$ cat src/include/acr_pkg.sv
// constants and types shared by the converter configuration bank
package acr_pkg;

    // ========================================================
    // register indices (byte address is four times the index)
    localparam logic [5:0] ACR_IDX_RATE_MODE = 6'h01;
    localparam logic [5:0] ACR_IDX_STATUS_CHECK = 6'h02;
    localparam logic [5:0] ACR_IDX_ROUTING = 6'h03;
    localparam logic [5:0] ACR_IDX_IRQ_STATUS = 6'h04;
    localparam logic [5:0] ACR_IDX_IRQ_CLEAR = 6'h05;
    localparam logic [5:0] ACR_IDX_IRQ_ENABLE = 6'h06;
    localparam logic [5:0] ACR_IDX_COUNTER = 6'h07;

    // ========================================================
    // reset values
    localparam logic [7:0] ACR_RST_RATE_MODE = 8'h00;
    localparam logic [7:0] ACR_RST_STATUS_CHECK = 8'h00;
    localparam logic [7:0] ACR_RST_ROUTING = 8'h00;
    localparam logic [1:0] ACR_RST_IRQ = 2'h0;
    localparam logic [7:0] ACR_RST_COUNTER = 8'h00;
    localparam logic [10:0] ACR_RST_SPS = 11'h014;

    // ========================================================
    // field positions, rate / mode / reference register
    localparam int ACR_RATE_MSB = 7;
    localparam int ACR_RATE_LSB = 5;
    localparam int ACR_TURBO_BIT = 4;
    localparam int ACR_CONT_BIT = 3;
    localparam int ACR_REF_MSB = 2;
    localparam int ACR_REF_LSB = 1;
    localparam int ACR_TEMP_BIT = 0;

    // field positions, status / check / current register
    localparam int ACR_READY_BIT = 7;
    localparam int ACR_COUNT_EN_BIT = 6;
    localparam int ACR_CHECK_MSB = 5;
    localparam int ACR_CHECK_LSB = 4;
    localparam int ACR_BURNOUT_BIT = 3;
    localparam int ACR_MAG_MSB = 2;
    localparam int ACR_MAG_LSB = 0;

    // field positions, routing / output register
    localparam int ACR_ONE_MSB = 7;
    localparam int ACR_ONE_LSB = 5;
    localparam int ACR_TWO_MSB = 4;
    localparam int ACR_TWO_LSB = 2;
    localparam int ACR_RSVD_BIT = 1;
    localparam int ACR_AUTO_BIT = 0;

    // interrupt status bits
    localparam int ACR_IRQ_RESULT = 0;
    localparam int ACR_IRQ_BAD_CODE = 1;

    // ========================================================
    // encodings
    localparam logic [1:0] ACR_REF_INTERNAL = 2'h0;
    localparam logic [1:0] ACR_REF_EXTERNAL = 2'h1;
    localparam logic [1:0] ACR_REF_SUPPLY = 2'h2;
    localparam logic [2:0] ACR_CODE_RESERVED = 3'h7;
    localparam logic [1:0] ACR_CHECK_RESERVED = 2'h3;

    typedef enum logic [0:0] {
        ACR_BUS_IDLE = 1'b0,
        ACR_BUS_ACK = 1'b1
    } acr_bus_type;

endpackage

$ cat src/hdl/acr_route_decode.sv
// decoder of one excitation source routing code
`timescale 1ns/1ps

module acr_route_decode
(
    // routing code
    input wire logic [2:0] i_code,
    // one-hot target: inputs 0..3, positive ref, negative ref
    output logic [5:0] o_target,
    output logic o_reserved
);

    // ========================================================
    // decode
    always_comb
    begin
        o_target = 6'h00;
        o_reserved = 1'b0;
        case (i_code)
            3'h0:
            begin
                o_target = 6'h00;
            end
            3'h1:
            begin
                o_target = 6'h01;
            end
            3'h2:
            begin
                o_target = 6'h02;
            end
            3'h3:
            begin
                o_target = 6'h04;
            end
            3'h4:
            begin
                o_target = 6'h08;
            end
            3'h5:
            begin
                o_target = 6'h10;
            end
            3'h6:
            begin
                o_target = 6'h20;
            end
            default:
            begin
                o_reserved = 1'b1;
            end
        endcase
    end

endmodule

$ cat src/hdl/acr_config_bank.sv
// configuration register bank of the converter, reached over APB
//
// Operation
// - rate code bits 7:5 picks 20 to 1000 samples/s; code 7 reserved
// - bit 4 set gives turbo, 512 kHz clock, doubled rate up to 2000
// - bit 3 picks single-shot when clear, continuous when set
// - bits 2:1 pick internal, external, or supply reference
// - bit 0 enables temperature sensor measurement mode
// - temperature mode ignores register 0 and forces internal reference
// - ready flag sets on new result, clears when data are read
// - bit 6 enables the conversion data counter
// - bits 5:4 pick none, inverted copy, or CRC16 check
// - bit 3 switches the burn-out current sources on
// - bits 2:0 set common excitation current, off to 1000 uA
// - bits 7:5 route the first excitation source
// - bits 4:2 route the second excitation source, same encoding
// - bit 1 of routing register reads zero; host writes zero
// - bit 0 sends results automatically, else only on host read
// - registers 2 and 3 at indices 2, 3, reset to zero
// - register 1 at index 1, reset to zero
`timescale 1ns/1ps

module acr_config_bank
(
    // clock and reset
    input wire logic I_CLK,
    input wire logic I_NRST,
    // apb slave
    input wire logic I_PSEL,
    input wire logic I_PENABLE,
    input wire logic I_PWRITE,
    input wire logic [7:0] I_PADDR,
    input wire logic [31:0] I_PWDATA,
    output logic [31:0] O_PRDATA,
    output logic O_PREADY,
    output logic O_PSLVERR,
    // converter events
    input wire logic I_RESULT_DONE,
    input wire logic I_RESULT_READ,
    // conversion setup
    output logic [10:0] O_RATE_SPS,
    output logic O_RATE_RESERVED,
    output logic O_TURBO,
    output logic O_CONTINUOUS,
    output logic [1:0] O_REF_SEL,
    output logic O_TEMP_SENSOR_ENABLE,
    output logic O_CFG0_IGNORE,
    // data path setup
    output logic O_RESULT_READY_FLAG,
    output logic O_COUNTER_ENABLE,
    output logic [1:0] O_INTEGRITY_MODE,
    output logic O_BURNOUT_ENABLE,
    output logic [9:0] O_EXCITATION_UA,
    output logic [5:0] O_ROUTE_ONE,
    output logic [5:0] O_ROUTE_TWO,
    output logic O_AUTO_SEND,
    output logic O_SEND_RESULT,
    // interrupt
    output logic O_IRQ
);

    // ========================================================
    // helpers
    function automatic logic [10:0] rate_sps(input logic [2:0] code,
                                             input logic turbo);
        logic [10:0] base;
        base = 11'h000;
        case (code)
            3'h0: base = 11'h014;
            3'h1: base = 11'h02d;
            3'h2: base = 11'h05a;
            3'h3: base = 11'h0af;
            3'h4: base = 11'h14a;
            3'h5: base = 11'h258;
            3'h6: base = 11'h3e8;
            default: base = 11'h000;
        endcase
        rate_sps = turbo ? {base[9:0], 1'b0} : base;
    endfunction

    function automatic logic [9:0] magnitude_ua(input logic [2:0] code);
        case (code)
            3'h1: magnitude_ua = 10'h00a;
            3'h2: magnitude_ua = 10'h032;
            3'h3: magnitude_ua = 10'h064;
            3'h4: magnitude_ua = 10'h0fa;
            3'h5: magnitude_ua = 10'h1f4;
            3'h6: magnitude_ua = 10'h3e8;
            default: magnitude_ua = 10'h000;
        endcase
    endfunction

    // ========================================================
    // state
    typedef struct packed {
        acr_pkg::acr_bus_type bus;
        logic [31:0] prdata;
        logic pready;
        logic pslverr;
        logic [7:0] rate_mode;
        logic [6:0] check_current;
        logic ready;
        logic [7:0] routing;
        logic [1:0] irq_status;
        logic [1:0] irq_enable;
        logic [7:0] counter;
        logic [10:0] sps;
        logic rate_rsvd;
        logic [1:0] ref_sel;
        logic [9:0] ua;
        logic [5:0] route_one;
        logic [5:0] route_two;
        logic send;
        logic irq;
    } acr_state_type;

    acr_state_type r;
    acr_state_type next_r;

    logic [5:0] dec_one;
    logic [5:0] dec_two;
    logic rsvd_one;
    logic rsvd_two;

    // ========================================================
    // routing decoders
    acr_route_decode u_route_one
    (
        .i_code(next_r.routing[acr_pkg::ACR_ONE_MSB:acr_pkg::ACR_ONE_LSB]),
        .o_target(dec_one),
        .o_reserved(rsvd_one)
    );

    acr_route_decode u_route_two
    (
        .i_code(next_r.routing[acr_pkg::ACR_TWO_MSB:acr_pkg::ACR_TWO_LSB]),
        .o_target(dec_two),
        .o_reserved(rsvd_two)
    );

    // ========================================================
    // next state
    always_comb
    begin
        logic [5:0] idx;
        logic aligned;
        logic mapped;
        logic commit;
        logic [7:0] rd;
        logic [7:0] wd;
        logic bad_code;
        logic [1:0] events;
        logic [1:0] clr;
        idx = I_PADDR[7:2];
        aligned = (I_PADDR[1:0] == 2'h0);
        wd = I_PWDATA[7:0];
        rd = 8'h00;
        bad_code = 1'b0;
        clr = 2'h0;
        mapped = 1'b0;
        events = 2'h0;
        commit = 1'b0;
        next_r = r;
        next_r.send = 1'b0;
        case (idx)
            acr_pkg::ACR_IDX_RATE_MODE: mapped = aligned;
            acr_pkg::ACR_IDX_STATUS_CHECK: mapped = aligned;
            acr_pkg::ACR_IDX_ROUTING: mapped = aligned;
            acr_pkg::ACR_IDX_IRQ_STATUS: mapped = aligned;
            acr_pkg::ACR_IDX_IRQ_CLEAR: mapped = aligned;
            acr_pkg::ACR_IDX_IRQ_ENABLE: mapped = aligned;
            acr_pkg::ACR_IDX_COUNTER: mapped = aligned;
            default: mapped = 1'b0;
        endcase
        // read mux
        case (idx)
            acr_pkg::ACR_IDX_RATE_MODE: rd = r.rate_mode;
            acr_pkg::ACR_IDX_STATUS_CHECK: rd = {r.ready, r.check_current};
            acr_pkg::ACR_IDX_ROUTING: rd = {r.routing[7:2], 1'b0,
                                            r.routing[0]};
            acr_pkg::ACR_IDX_IRQ_STATUS: rd = {6'h00, r.irq_status};
            acr_pkg::ACR_IDX_IRQ_ENABLE: rd = {6'h00, r.irq_enable};
            acr_pkg::ACR_IDX_COUNTER: rd = r.counter;
            default: rd = 8'h00;
        endcase
        // bus phases: setup loads answer, access commits
        case (r.bus)
            acr_pkg::ACR_BUS_IDLE:
            begin
                if (I_PSEL && !I_PENABLE)
                begin
                    next_r.bus = acr_pkg::ACR_BUS_ACK;
                    next_r.pready = 1'b1;
                    next_r.pslverr = !mapped;
                    next_r.prdata = (I_PWRITE || !mapped) ? 32'h0000_0000
                                    : {24'h00_0000, rd};
                end
            end
            acr_pkg::ACR_BUS_ACK:
            begin
                next_r.bus = acr_pkg::ACR_BUS_IDLE;
                next_r.pready = 1'b0;
                next_r.pslverr = 1'b0;
                commit = I_PSEL && I_PENABLE && I_PWRITE && mapped;
            end
            default:
            begin
                next_r.bus = acr_pkg::ACR_BUS_IDLE;
                next_r.pready = 1'b0;
            end
        endcase
        if (commit)
        begin
            case (idx)
                acr_pkg::ACR_IDX_RATE_MODE:
                begin
                    next_r.rate_mode = wd;
                    bad_code = (wd[acr_pkg::ACR_RATE_MSB:
                                   acr_pkg::ACR_RATE_LSB]
                                == acr_pkg::ACR_CODE_RESERVED);
                end
                acr_pkg::ACR_IDX_STATUS_CHECK:
                begin
                    next_r.check_current = wd[6:0];
                    bad_code = (wd[acr_pkg::ACR_CHECK_MSB:
                                   acr_pkg::ACR_CHECK_LSB]
                                == acr_pkg::ACR_CHECK_RESERVED)
                               || (wd[acr_pkg::ACR_MAG_MSB:
                                      acr_pkg::ACR_MAG_LSB]
                                   == acr_pkg::ACR_CODE_RESERVED);
                end
                acr_pkg::ACR_IDX_ROUTING:
                begin
                    next_r.routing = {wd[7:2], 1'b0, wd[0]};
                    bad_code = (wd[acr_pkg::ACR_ONE_MSB:
                                   acr_pkg::ACR_ONE_LSB]
                                == acr_pkg::ACR_CODE_RESERVED)
                               || (wd[acr_pkg::ACR_TWO_MSB:
                                      acr_pkg::ACR_TWO_LSB]
                                   == acr_pkg::ACR_CODE_RESERVED);
                end
                acr_pkg::ACR_IDX_IRQ_CLEAR: clr = wd[1:0];
                acr_pkg::ACR_IDX_IRQ_ENABLE: next_r.irq_enable = wd[1:0];
                default: clr = 2'h0;
            endcase
        end
        // ready flag, set wins over read
        if (I_RESULT_DONE)
        begin
            next_r.ready = 1'b1;
        end
        else if (I_RESULT_READ)
        begin
            next_r.ready = 1'b0;
        end
        // conversion counter
        if (I_RESULT_DONE && r.check_current[acr_pkg::ACR_COUNT_EN_BIT])
        begin
            next_r.counter = r.counter + 8'h01;
        end
        // automatic result output
        next_r.send = I_RESULT_DONE
                      && r.routing[acr_pkg::ACR_AUTO_BIT];
        // sticky interrupt status, set wins over clear
        events[acr_pkg::ACR_IRQ_RESULT] = I_RESULT_DONE;
        events[acr_pkg::ACR_IRQ_BAD_CODE] = bad_code;
        next_r.irq_status = (r.irq_status & ~clr) | events;
        next_r.irq = |(next_r.irq_status & next_r.irq_enable);
        // decoded setup
        next_r.sps = rate_sps(next_r.rate_mode[acr_pkg::ACR_RATE_MSB:
                                               acr_pkg::ACR_RATE_LSB],
                              next_r.rate_mode[acr_pkg::ACR_TURBO_BIT]);
        next_r.rate_rsvd = (next_r.rate_mode[acr_pkg::ACR_RATE_MSB:
                                             acr_pkg::ACR_RATE_LSB]
                            == acr_pkg::ACR_CODE_RESERVED);
        if (next_r.rate_mode[acr_pkg::ACR_TEMP_BIT])
        begin
            next_r.ref_sel = acr_pkg::ACR_REF_INTERNAL;
        end
        else
        begin
            case (next_r.rate_mode[acr_pkg::ACR_REF_MSB:
                                   acr_pkg::ACR_REF_LSB])
                2'h0: next_r.ref_sel = acr_pkg::ACR_REF_INTERNAL;
                2'h1: next_r.ref_sel = acr_pkg::ACR_REF_EXTERNAL;
                default: next_r.ref_sel = acr_pkg::ACR_REF_SUPPLY;
            endcase
        end
        next_r.ua = magnitude_ua(next_r.check_current[acr_pkg::ACR_MAG_MSB:
                                                      acr_pkg::ACR_MAG_LSB]);
        next_r.route_one = dec_one;
        next_r.route_two = dec_two;
        if (rsvd_one || rsvd_two)
        begin
            next_r.route_one = rsvd_one ? 6'h00 : dec_one;
            next_r.route_two = rsvd_two ? 6'h00 : dec_two;
        end
    end

    // ========================================================
    // registers
    always_ff @(posedge I_CLK)
    begin
        if (!I_NRST)
        begin
            r.bus <= acr_pkg::ACR_BUS_IDLE;
            r.prdata <= 32'h0000_0000;
            r.pready <= 1'b0;
            r.pslverr <= 1'b0;
            r.rate_mode <= acr_pkg::ACR_RST_RATE_MODE;
            r.check_current <= acr_pkg::ACR_RST_STATUS_CHECK[6:0];
            r.ready <= acr_pkg::ACR_RST_STATUS_CHECK[7];
            r.routing <= acr_pkg::ACR_RST_ROUTING;
            r.irq_status <= acr_pkg::ACR_RST_IRQ;
            r.irq_enable <= acr_pkg::ACR_RST_IRQ;
            r.counter <= acr_pkg::ACR_RST_COUNTER;
            r.sps <= acr_pkg::ACR_RST_SPS;
            r.rate_rsvd <= 1'b0;
            r.ref_sel <= acr_pkg::ACR_REF_INTERNAL;
            r.ua <= 10'h000;
            r.route_one <= 6'h00;
            r.route_two <= 6'h00;
            r.send <= 1'b0;
            r.irq <= 1'b0;
        end
        else
        begin
            r <= next_r;
        end
    end

    // ========================================================
    // outputs
    assign O_PRDATA = r.prdata;
    assign O_PREADY = r.pready;
    assign O_PSLVERR = r.pslverr;
    assign O_RATE_SPS = r.sps;
    assign O_RATE_RESERVED = r.rate_rsvd;
    assign O_TURBO = r.rate_mode[acr_pkg::ACR_TURBO_BIT];
    assign O_CONTINUOUS = r.rate_mode[acr_pkg::ACR_CONT_BIT];
    assign O_REF_SEL = r.ref_sel;
    assign O_TEMP_SENSOR_ENABLE = r.rate_mode[acr_pkg::ACR_TEMP_BIT];
    assign O_CFG0_IGNORE = r.rate_mode[acr_pkg::ACR_TEMP_BIT];
    assign O_RESULT_READY_FLAG = r.ready;
    assign O_COUNTER_ENABLE = r.check_current[acr_pkg::ACR_COUNT_EN_BIT];
    assign O_INTEGRITY_MODE = r.check_current[acr_pkg::ACR_CHECK_MSB:
                                              acr_pkg::ACR_CHECK_LSB];
    assign O_BURNOUT_ENABLE = r.check_current[acr_pkg::ACR_BURNOUT_BIT];
    assign O_EXCITATION_UA = r.ua;
    assign O_ROUTE_ONE = r.route_one;
    assign O_ROUTE_TWO = r.route_two;
    assign O_AUTO_SEND = r.routing[acr_pkg::ACR_AUTO_BIT];
    assign O_SEND_RESULT = r.send;
    assign O_IRQ = r.irq;

endmodule

$ cat config.mk
export PLATFORM = sky130hd
export DESIGN_NAME = acr_config_bank
export DESIGN_NICKNAME = d
export VERILOG_FILES = /design/src/include/acr_pkg.sv /design/src/hdl/acr_route_decode.sv /design/src/hdl/acr_config_bank.sv
export SDC_FILE = /design/constraint.sdc
export NUM_CORES = 1
export LEC_CHECK = 0
export BUFFER_PORTS_ARGS = -buffer_cell sky130_fd_sc_hd__clkbuf_2
export CAP_MARGIN = 20
export CORE_UTILIZATION = 57
export DETAILED_ROUTE_END_ITERATION = 8
export HOLD_SLACK_MARGIN = 0.06
export PLACE_DENSITY = 0.95
export SLEW_MARGIN = 20
export SYNTH_ARGS = -nofsm -noshare
export SYNTH_HDL_FRONTEND = slang
export SYNTH_HIERARCHICAL = 1
export SYNTH_SLANG_ARGS = --single-unit
export TNS_END_PERCENT = 30
$ cat constraint.sdc
create_clock -name I_CLK -period 4.51 [get_ports I_CLK]
set_input_delay 0.451 -clock I_CLK [delete_from_list [all_inputs] [get_ports I_CLK]]
set_output_delay 0.451 -clock I_CLK [all_outputs]
set_load 0.02 [all_outputs]
After elaboration in Yosys (flattened, before gate mapping)

Cells that the tools add are included.

Muxes and demuxes: 31
Reductions and logical operators: 28
Eq/ne operators: 38
Bitwise logic cells: 6
Add/sub/neg operators: 1

Operator list:

| kind                                                | count |
|---|---|
| case mux 6 bit (6 select lines)                     | 2 |
| case mux 10 bit (7 select lines)                    | 1 |
| case mux 10 bit (6 select lines)                    | 1 |
| equality test 3 bit, second input constant          | 16 |
| case mux 8 bit (6 select lines)                     | 1 |
| 2-to-1 mux 35 bit                                   | 1 |
| 2-to-1 mux 8 bit                                    | 4 |
| equality test 3 x 2 -> 1 bit, second input constant | 8 |
| equality test 6 x 3 -> 1 bit, second input constant | 4 |
| OR reduction 7 bit                                  | 3 |
| 2-to-1 mux 15 bit                                   | 1 |
| equality test 3 x 1 -> 1 bit, second input constant | 4 |
| equality test 6 x 2 -> 1 bit, second input constant | 2 |
| 2-to-1 mux 12 bit                                   | 1 |
| 2-to-1 mux 6 bit                                    | 2 |
| 2-to-1 mux 11 bit                                   | 1 |
| zero test 3 bit                                     | 3 |
| adder 8 x 1 -> 8 bit, second input constant         | 1 |
| 2-to-1 mux 2 bit                                    | 4 |
| case mux 2 bit (2 select lines)                     | 2 |
| AND reduction 2 bit                                 | 4 |
| 2-to-1 mux 1 bit                                    | 7 |
| 2-to-1 mux 7 bit                                    | 1 |
| equality test 6 x 1 -> 1 bit, second input constant | 1 |
| other kinds (15)                                    | 29 |

Bits in registers: 108
Word-level logic and storage cells: 127
Output and inout bits: 82
Input bits: 47

Longest topological paths before layout

Gate-level depths: netlist of the first run.

Depth after elaboration: 11
Depth in mapped cells: 8
Depth with buffers taken out: 7

By module

Netlist of the first run, hierarchy kept.

Modules (own cells, without submodules):

| module           | sequential area each (um^2) | cells each | area each (um^2) | times used |
|---|---|---|---|---|
| acr_config_bank  | 1661.6                      | 535        | 4491.8           | 1 |
| acr_route_decode | 0.0                         | 7          | 60.1             | 2 |

Worst setup path before layout of the first run

No wires, ideal clock.

Path kind: input-to-reg
Start point: in I_PADDR[5]
End point: reg r, in the netlist O_ROUTE_ONE[0]
Library setup time: 0.059 ns
Slack: 2.337 ns
Arrival: 2.114 ns
Path buffers: 0
Cell stages on the path: 7
Required time: 4.451 ns
Cells stage by stage: nor3_2 and4b_1 nand3_2 mux2_2 and3_2 nor2_1 and2_1

RTL lines:

| element                | RTL line               | RTL |
|---|---|---|
| start: declaration     | acr_config_bank.sv:32  | `input wire logic [7:0] I_PADDR,` |
| end signal: assignment | acr_config_bank.sv:328 | `r <= next_r;` |
| end: declaration       | acr_config_bank.sv:117 | `acr_state_type r;` |

Worst setup path after layout of the first run

Start point: in I_PADDR[3]
End point: reg r, in the netlist O_RATE_SPS[4]

Cells in the longest elaborated chain, start to end: 9
Elaborated cells on any way between the ends: 22
Those cells by class: eq/ne: 13; mux: 6; reduce/logical: 3

Ends and longest elaborated chain:

| element                                                    | RTL line                                       | RTL |
|---|---|---|
| equality test 6 x 1 -> 1 bit, or another cell as far along | acr_config_bank.sv:165, acr_config_bank.sv:214 |  |
| OR reduction 7 bit (no line)                               | n/a                                            |  |
| 2-to-1 mux 1 bit                                           | acr_config_bank.sv:165                         | `case (idx)` |
| logical AND 1 bit                                          | acr_config_bank.sv:204                         | `commit = I_PSEL && I_PENABLE && I_PWRITE && mapped;` |
| 2-to-1 mux 1 bit                                           | acr_config_bank.sv:187                         | `case (r.bus)` |
| 2-to-1 mux 15 bit *                                        | acr_config_bank.sv:212                         | `if (commit)` |
| equality test 3 bit, or another cell as far along          | acr_config_bank.sv:68                          | `case (code)` |
| case mux 10 bit (7 select lines)                           | acr_config_bank.sv:68                          |  |
| 2-to-1 mux 11 bit *                                        | acr_config_bank.sv:78                          | `rate_sps = turbo ? {base[9:0], 1'b0} : base;` |

Every way passes the cells marked *; elsewhere a longest branch is shown, timed or not.
A chain may end at the register's enable or synchronous reset.

==> results.yml, run 1 <==
sta:
  maxSlewHeadroom_pct: 33.0
  hold_viol_final: 0
  fmax_mhz: 368
  finalSetupViolCount: 0
  rsz0062_at_grt: "no"
  layout_min_cycle_time_ns: 2.72
  final_max_slew_viol_count: 0
  fin_tns_setup_ns: 0
  clock_skew_ns: 0.00641
  whs_ns: 0.401
  tightest_slew_ns: 0.977
  fin_crit_sh_pct: 60.3
placement:
  port_buffers: 79
  dp_hpwl_um: 7030
  globalplace.congestion: 0.861
floorplanning:
  die_x_um: 92.0
  initial_core_util_pct: 59.4
  die_area_mm2: 0.00845
  core_mm2: 0.00777
  fp.dieH_um: 92.0
  io_pins: 129
  fp-row-count: 32
layout:
  fill_cells: 672
  layout-drive-gt1-share_pct: 22.2
  syn2layout_area_growth_pct: 2.82
  nets: 605
  layout_commonest_cell: "dfxtp_1"
  antenna_cells: 0
  seq_area_mm2: 0.00166
  final_cell_mix: "dfxtp_1, clkbuf_2, nor2_1, nand2_1, a21oi_1"
  multi_input_area_mm2: 0.00232
  postLayoutCoreUtil_pct: 61.1
critical_path:
  crit_type: "input pin to flip-flop"
  critPathLaunchType: "input pin"
  worstPathArrival_ns: 2.97
  path_max_fanout: 27
  crit_start: "I_PADDR[3]"
  end_kind: "flip-flop"
  crit_required_ns: 4.76
  r2r_start: "r[108]"
  regToRegSetupSlack_ns: 1.94
yosys:
  synth_area_mm2: 0.00461
  synth_top_area_share_pct: 36.0
  yosysTopAreaCell: "dfxtp_1"
  seq_area_frac_synth_pct: 36.0
  synth_ff_type: "dfxtp_1"
  synth_edf_count: 0
  synthTopCellsByArea: "dfxtp_1, buf_4, nor2_1, nand2_1, mux2_2"
  ys_async_sr_fraction_pct: 0
  syn-instance-count: 549
  synth_warnings: 6
  ys_ff_latch: 83
  yosysUniqueCellTypes: 59
  syn_area_per_cell_um2: 8.40
global_routing:
  antenna_found_initial: 0
  grt_pass1_wl_um: 16600
  grt_start_max_net_pins: 32
  gr-total-overflow: 0
  grt_pass1_vias: 3396
  grt_use_total_pct: 24.7
clocking:
  cts-root-buf: "clkbuf_8"
  tritoncts: "built"
  cts_setup_buffers: 0
  hold_buffers: 0
  clk_path_buf_depth: 2
  clkLatencyLatePin_ns: 0.36
  h-tree-depth: 3
  cts_num_sinks: 83
  cts_buffers: 9
  clkTransAtPathRegs_ns: 0.08
  cts_resized: 0
detailed_routing:
  postRouteAntennaNets: 0
  firstDrtPassIters: 5
  finalWirelength_um: 10100
  wl_per_cell_um: 15.2
  drt_iter0_drc: 412
  drc: 0
  viasPerCell: 5.80
  vias: 3850
pwr:
  ir_drop_uv: 159
  power.leakage_nw: 2.01
  powerDensity_mw_per_mm2: 287
min_path:
  hp-start: "I_PWDATA[3]"
  holdCritPathClass: "input pin to flip-flop"
outcome:
  status: "completed"
job:
  drv_cap: 0
## worst max-delay path, cell delays in order
cell and delay [ns]:
clkbuf_2 0.27, nor3b_1 0.37, and4_1 0.24, buf_4 0.30, mux2i_1 0.86, nor4_1 0.20
a31o_2 0.26
## report_power, final
group | leakage, nW | total [mW] | internal (mW) | switching, mW
Sequential | 0.669 | 0.737 | 0.735 | 0.00181
Combinational | 1.24 | 0.101 | 0.0243 | 0.0766
Clock | 0.106 | 0.524 | 0.266 | 0.258
Total | 2.01 | 1.36 | 1.03 | 0.337
## kinds of logic after synthesis
group	after synthesis	synth area share [%]
adder cells (fa/ha/maj)	1	0.271
flip-flops	83	36.0
AND/OR/NAND/NOR	221	26.0
AO/OA/AOI/OAI	85	12.6
other	1	0.0813
buffers and inverters	116	15.6
multiplexers	28	6.70
XOR/XNOR	14	2.66
## per-layer routing
layer  wire length (um)  vias up  global-route usage [%]  part of all wire, %
met5                  0        -                       0                    0
met4                312        0                    12.8                  3.1
met3                909       28                    5.72                  9.0
met2               4650      204                    37.5                   46
met1               4260     1795                    32.5                   42
li1                   -     1823                       -                    -
## stage by stage
stage / instance area [um2] / total power [mW] / instances / setup WS (ns)
global placement: 4550 / 0.850 / 648 / 1.56
finish: 4740 / 1.36 / 664 / 1.79
global route: 4740 / 1.41 / 664 / 1.65
CTS: 4740 / 1.36 / 664 / 1.87
detailed placement: 4550 / 0.852 / 648 / 1.53
floorplan: 4700 / 0.843 / 573 / 2.34
## cell usage after synthesis (3+ instances only)
master,count
a211oi_1,6
a21oi_1,26
a22o_1,3
a22oi_1,13
and2_1,22
and3_1,7
and3b_2,6
buf_1,3
buf_2,8
buf_4,71
clkbuf_1,24
dfxtp_1,83
inv_1,8
mux2_2,13
mux2i_1,14
nand2_1,44
nand2b_1,9
nand3_1,16
nand3b_1,6
nand4_1,13
nor2_1,46
nor2b_1,9
nor3_1,15
nor3b_1,8
nor4_1,3
o211ai_1,4
o21ai_0,11
o2bb2ai_1,6
or3_1,4
xnor2_1,4
xor2_1,10
## worst paths after layout
check	to	cells past startpoint
setup / recovery	O_RATE_SPS[4]	7
hold / removal	O_CONTINUOUS	3
hold reg to reg	O_PRDATA[1]	2
setup reg to reg	O_RATE_SPS[4]	6
## flip-flops by register name, summed over array words and instances (netlist names), 2 cells and up
signal and flops:
O_PRDATA 8, r 27, O_RATE_SPS 11, O_EXCITATION_UA 9, O_REF_SEL 2, O_ROUTE_ONE 6
O_INTEGRITY_MODE 2, O_ROUTE_TWO 6
## final cells by class
type / instances / area share [%]
inverters: 8 / 0.633
flip-flops and latches: 83 / 35.0
clock buffers: 10 / 2.90
well taps: 102 / 2.69
clock inverters: 6 / 1.16
multi-input cells: 374 / 48.9
repair buffers: 81 / 8.65
No activity file was read; power rests on OpenSTA's default activity.
==> run 2: changes to the inputs <==
--- a/config.mk
+++ b/config.mk
@@ -7,10 +7,10 @@
 export LEC_CHECK = 0
 export BUFFER_PORTS_ARGS = -buffer_cell sky130_fd_sc_hd__clkbuf_2
 export CAP_MARGIN = 20
-export CORE_UTILIZATION = 57
+export CORE_UTILIZATION = 48
 export DETAILED_ROUTE_END_ITERATION = 8
 export HOLD_SLACK_MARGIN = 0.06
-export PLACE_DENSITY = 0.95
+export PLACE_DENSITY = 0.88
 export SLEW_MARGIN = 20
 export SYNTH_ARGS = -nofsm -noshare
 export SYNTH_HDL_FRONTEND = slang
==> constraint.sdc (replaced) <==
create_clock -name I_CLK -period 2.28 [get_ports I_CLK]
set_input_delay 0.228 -clock I_CLK [delete_from_list [all_inputs] [get_ports I_CLK]]
set_output_delay 0.228 -clock I_CLK [all_outputs]
set_load 0.02 [all_outputs]
==> run 2 against run 1 <==
Against the previous run:
- core utilization down 8.1 points
- via count fell by 0.99%
- sequential share of layout area down 1.2 points
- combinational power grew 110%
- final cell count is 6.3% higher
- critical path type is now flip-flop to flip-flop
==> results.yml, run 2 (same netlist as run 1, synthesis figures left out) <==
clocking:
  hold_buffers: 0
  cts-root-buf: "clkbuf_8"
  clk_path_buf_depth: 2
  clkTransAtPathRegs_ns: 0.08
  clkLatencyLatePin_ns: 0.37
  cts_buffers: 9
  tritoncts: "built"
  cts_setup_buffers: 0
  h-tree-depth: 3
  cts_num_sinks: 83
placement:
  dpl_cell_area_mm2: 0.00472
  dpl_worst_slack_ns: 0.158
  globalplace.congestion: 0.908
  port_buffers: 79
  dp_hpwl_um: 7650
  dp_cells: 691
pwr:
  combPwrFrac_pct: 7.9
  power_frac_clock_pct: 39.0
  p_sw_mw: 0.699
  swShare_pct: 25.5
  pwr-share-seq_pct: 53.2
  power.leakage_nw: 2.09
  power_mw: 2.74
  powerDensity_mw_per_mm2: 558
  ir_drop_uv: 273
  intPower_mw: 2.04
critical_path:
  regToRegSetupSlack_ns: 0.23
  r2r_start: "r[108]"
  path_max_fanout: 8
  crit_required_ns: 2.59
  critPathLaunchType: "flip-flop"
  end_kind: "flip-flop"
  crit_start: "r[108]"
  worstPathArrival_ns: 2.36
  crit_type: "flip-flop to flip-flop"
floorplanning:
  fp.dieH_um: 100
  initial_core_util_pct: 49.7
  fp-row-count: 35
  core_mm2: 0.00928
  io_pins: 129
  die_area_mm2: 0.0100
  die_x_um: 100
detailed_routing:
  drc: 0
  vias: 3812
  wl_per_cell_um: 15.4
  finalWirelength_um: 10900
  drt_iter0_drc: 290
  firstDrtPassIters: 5
  postRouteAntennaNets: 0
  viasPerCell: 5.40
sta:
  maxSlewHeadroom_pct: 65.7
  final_max_slew_viol_count: 0
  clock_skew_ns: 0.00760
  hold_viol_final: 0
  rsz0062_at_grt: "no"
  whs_ns: 0.135
  layout_min_cycle_time_ns: 2.05
  fin_crit_sh_pct: 90.0
  finalSetupViolCount: 0
  fin_tns_setup_ns: 0
  fmax_mhz: 488
  setup_ws_ns: 0.229
  tightest_slew_ns: 0.514
global_routing:
  grt_use_total_pct: 22.4
  grt_pass1_vias: 3496
  grt_pass1_wl_um: 17400
  grt_start_max_net_pins: 32
  antenna_found_initial: 0
  gr-total-overflow: 0
layout:
  layout_commonest_cell: "dfxtp_1"
  design_area_mm2: 0.00491
  fin_cells: 706
  layout-drive-gt1-share_pct: 24.4
  postLayoutCoreUtil_pct: 52.9
  largest_reg_flops: 27
  top_register: "r"
  final_cell_mix: "dfxtp_1, clkbuf_2, nor2_1, nand2_1, a21oi_1"
  antenna_cells: 0
  syn2layout_area_growth_pct: 6.54
  nets: 621
min_path:
  hp-start: "I_RESULT_READ"
  holdCritPathClass: "input pin to flip-flop"
outcome:
  status: "completed"
job:
  drv_cap: 0
run 2: cell count changes in the layout (fill, tap and decap cells not counted):
| cell | delta |
|---|---|
| buf_4 | +15 |
| clkinv_2 | -4 |
| nor2_1 | -2 |
| nor2_2 | +2 |
| buf_12 | +1 |
| clkbuf_1 | +1 |
| clkinv_4 | +1 |
| clkinvlp_4 | +1 |
run 2: worst max-delay path: stages, from the launching register on:
cell and delay, ns:
dfxtp_1 0.36, and4_1 0.21, and4b_1 0.25, nand3_2 0.21, mux2_2 0.41, and3_2 0.22
nor2_2 0.18, and2_1 0.15
run 2: cell type report:
type                    instances  area (um2)
clock buffers                  11         141
clock inverters                 4        51.3
fillers                       864        4370
inverters                       8        30.0
multi-input cells             374        2320
flip-flops and latches         83        1660
well taps                     129         161
repair buffers                 97         543
run 2: routing by layer:
| layer | share of wire, % | GRT usage, % | vias up |
|---|---|---|---|
| met3 | 6.7 | 3.83 | 23 |
| met2 | 47 | 36.5 | 178 |
| met5 | 0 | 0 | - |
| met4 | 2.5 | 10.4 | 0 |
| met1 | 44 | 28.9 | 1758 |
| li1 | - | - | 1853 |
run 2: what timing repair did:
item                                    CTS  global route
endpoints found under the hold margin     0             0
endpoints found under the setup margin    0             7
resized for setup                         0             2
run 2: power groups by stage:
stage / registers, mW / logic, mW / clock network, mW
global placement: 1.49 / 0.205 / 0
global route: 1.46 / 0.232 / 1.14
detailed placement: 1.49 / 0.209 / 0
finish: 1.46 / 0.215 / 1.07
CTS: 1.46 / 0.210 / 1.08
floorplan: 1.49 / 0.172 / 0
run 2: final timing paths:
kind                    endpoint  cells after the start
min          O_RESULT_READY_FLAG                      4
min reg2reg          O_PRDATA[1]                      2
max reg2reg       O_ROUTE_TWO[0]                      7
max               O_ROUTE_TWO[0]                      7
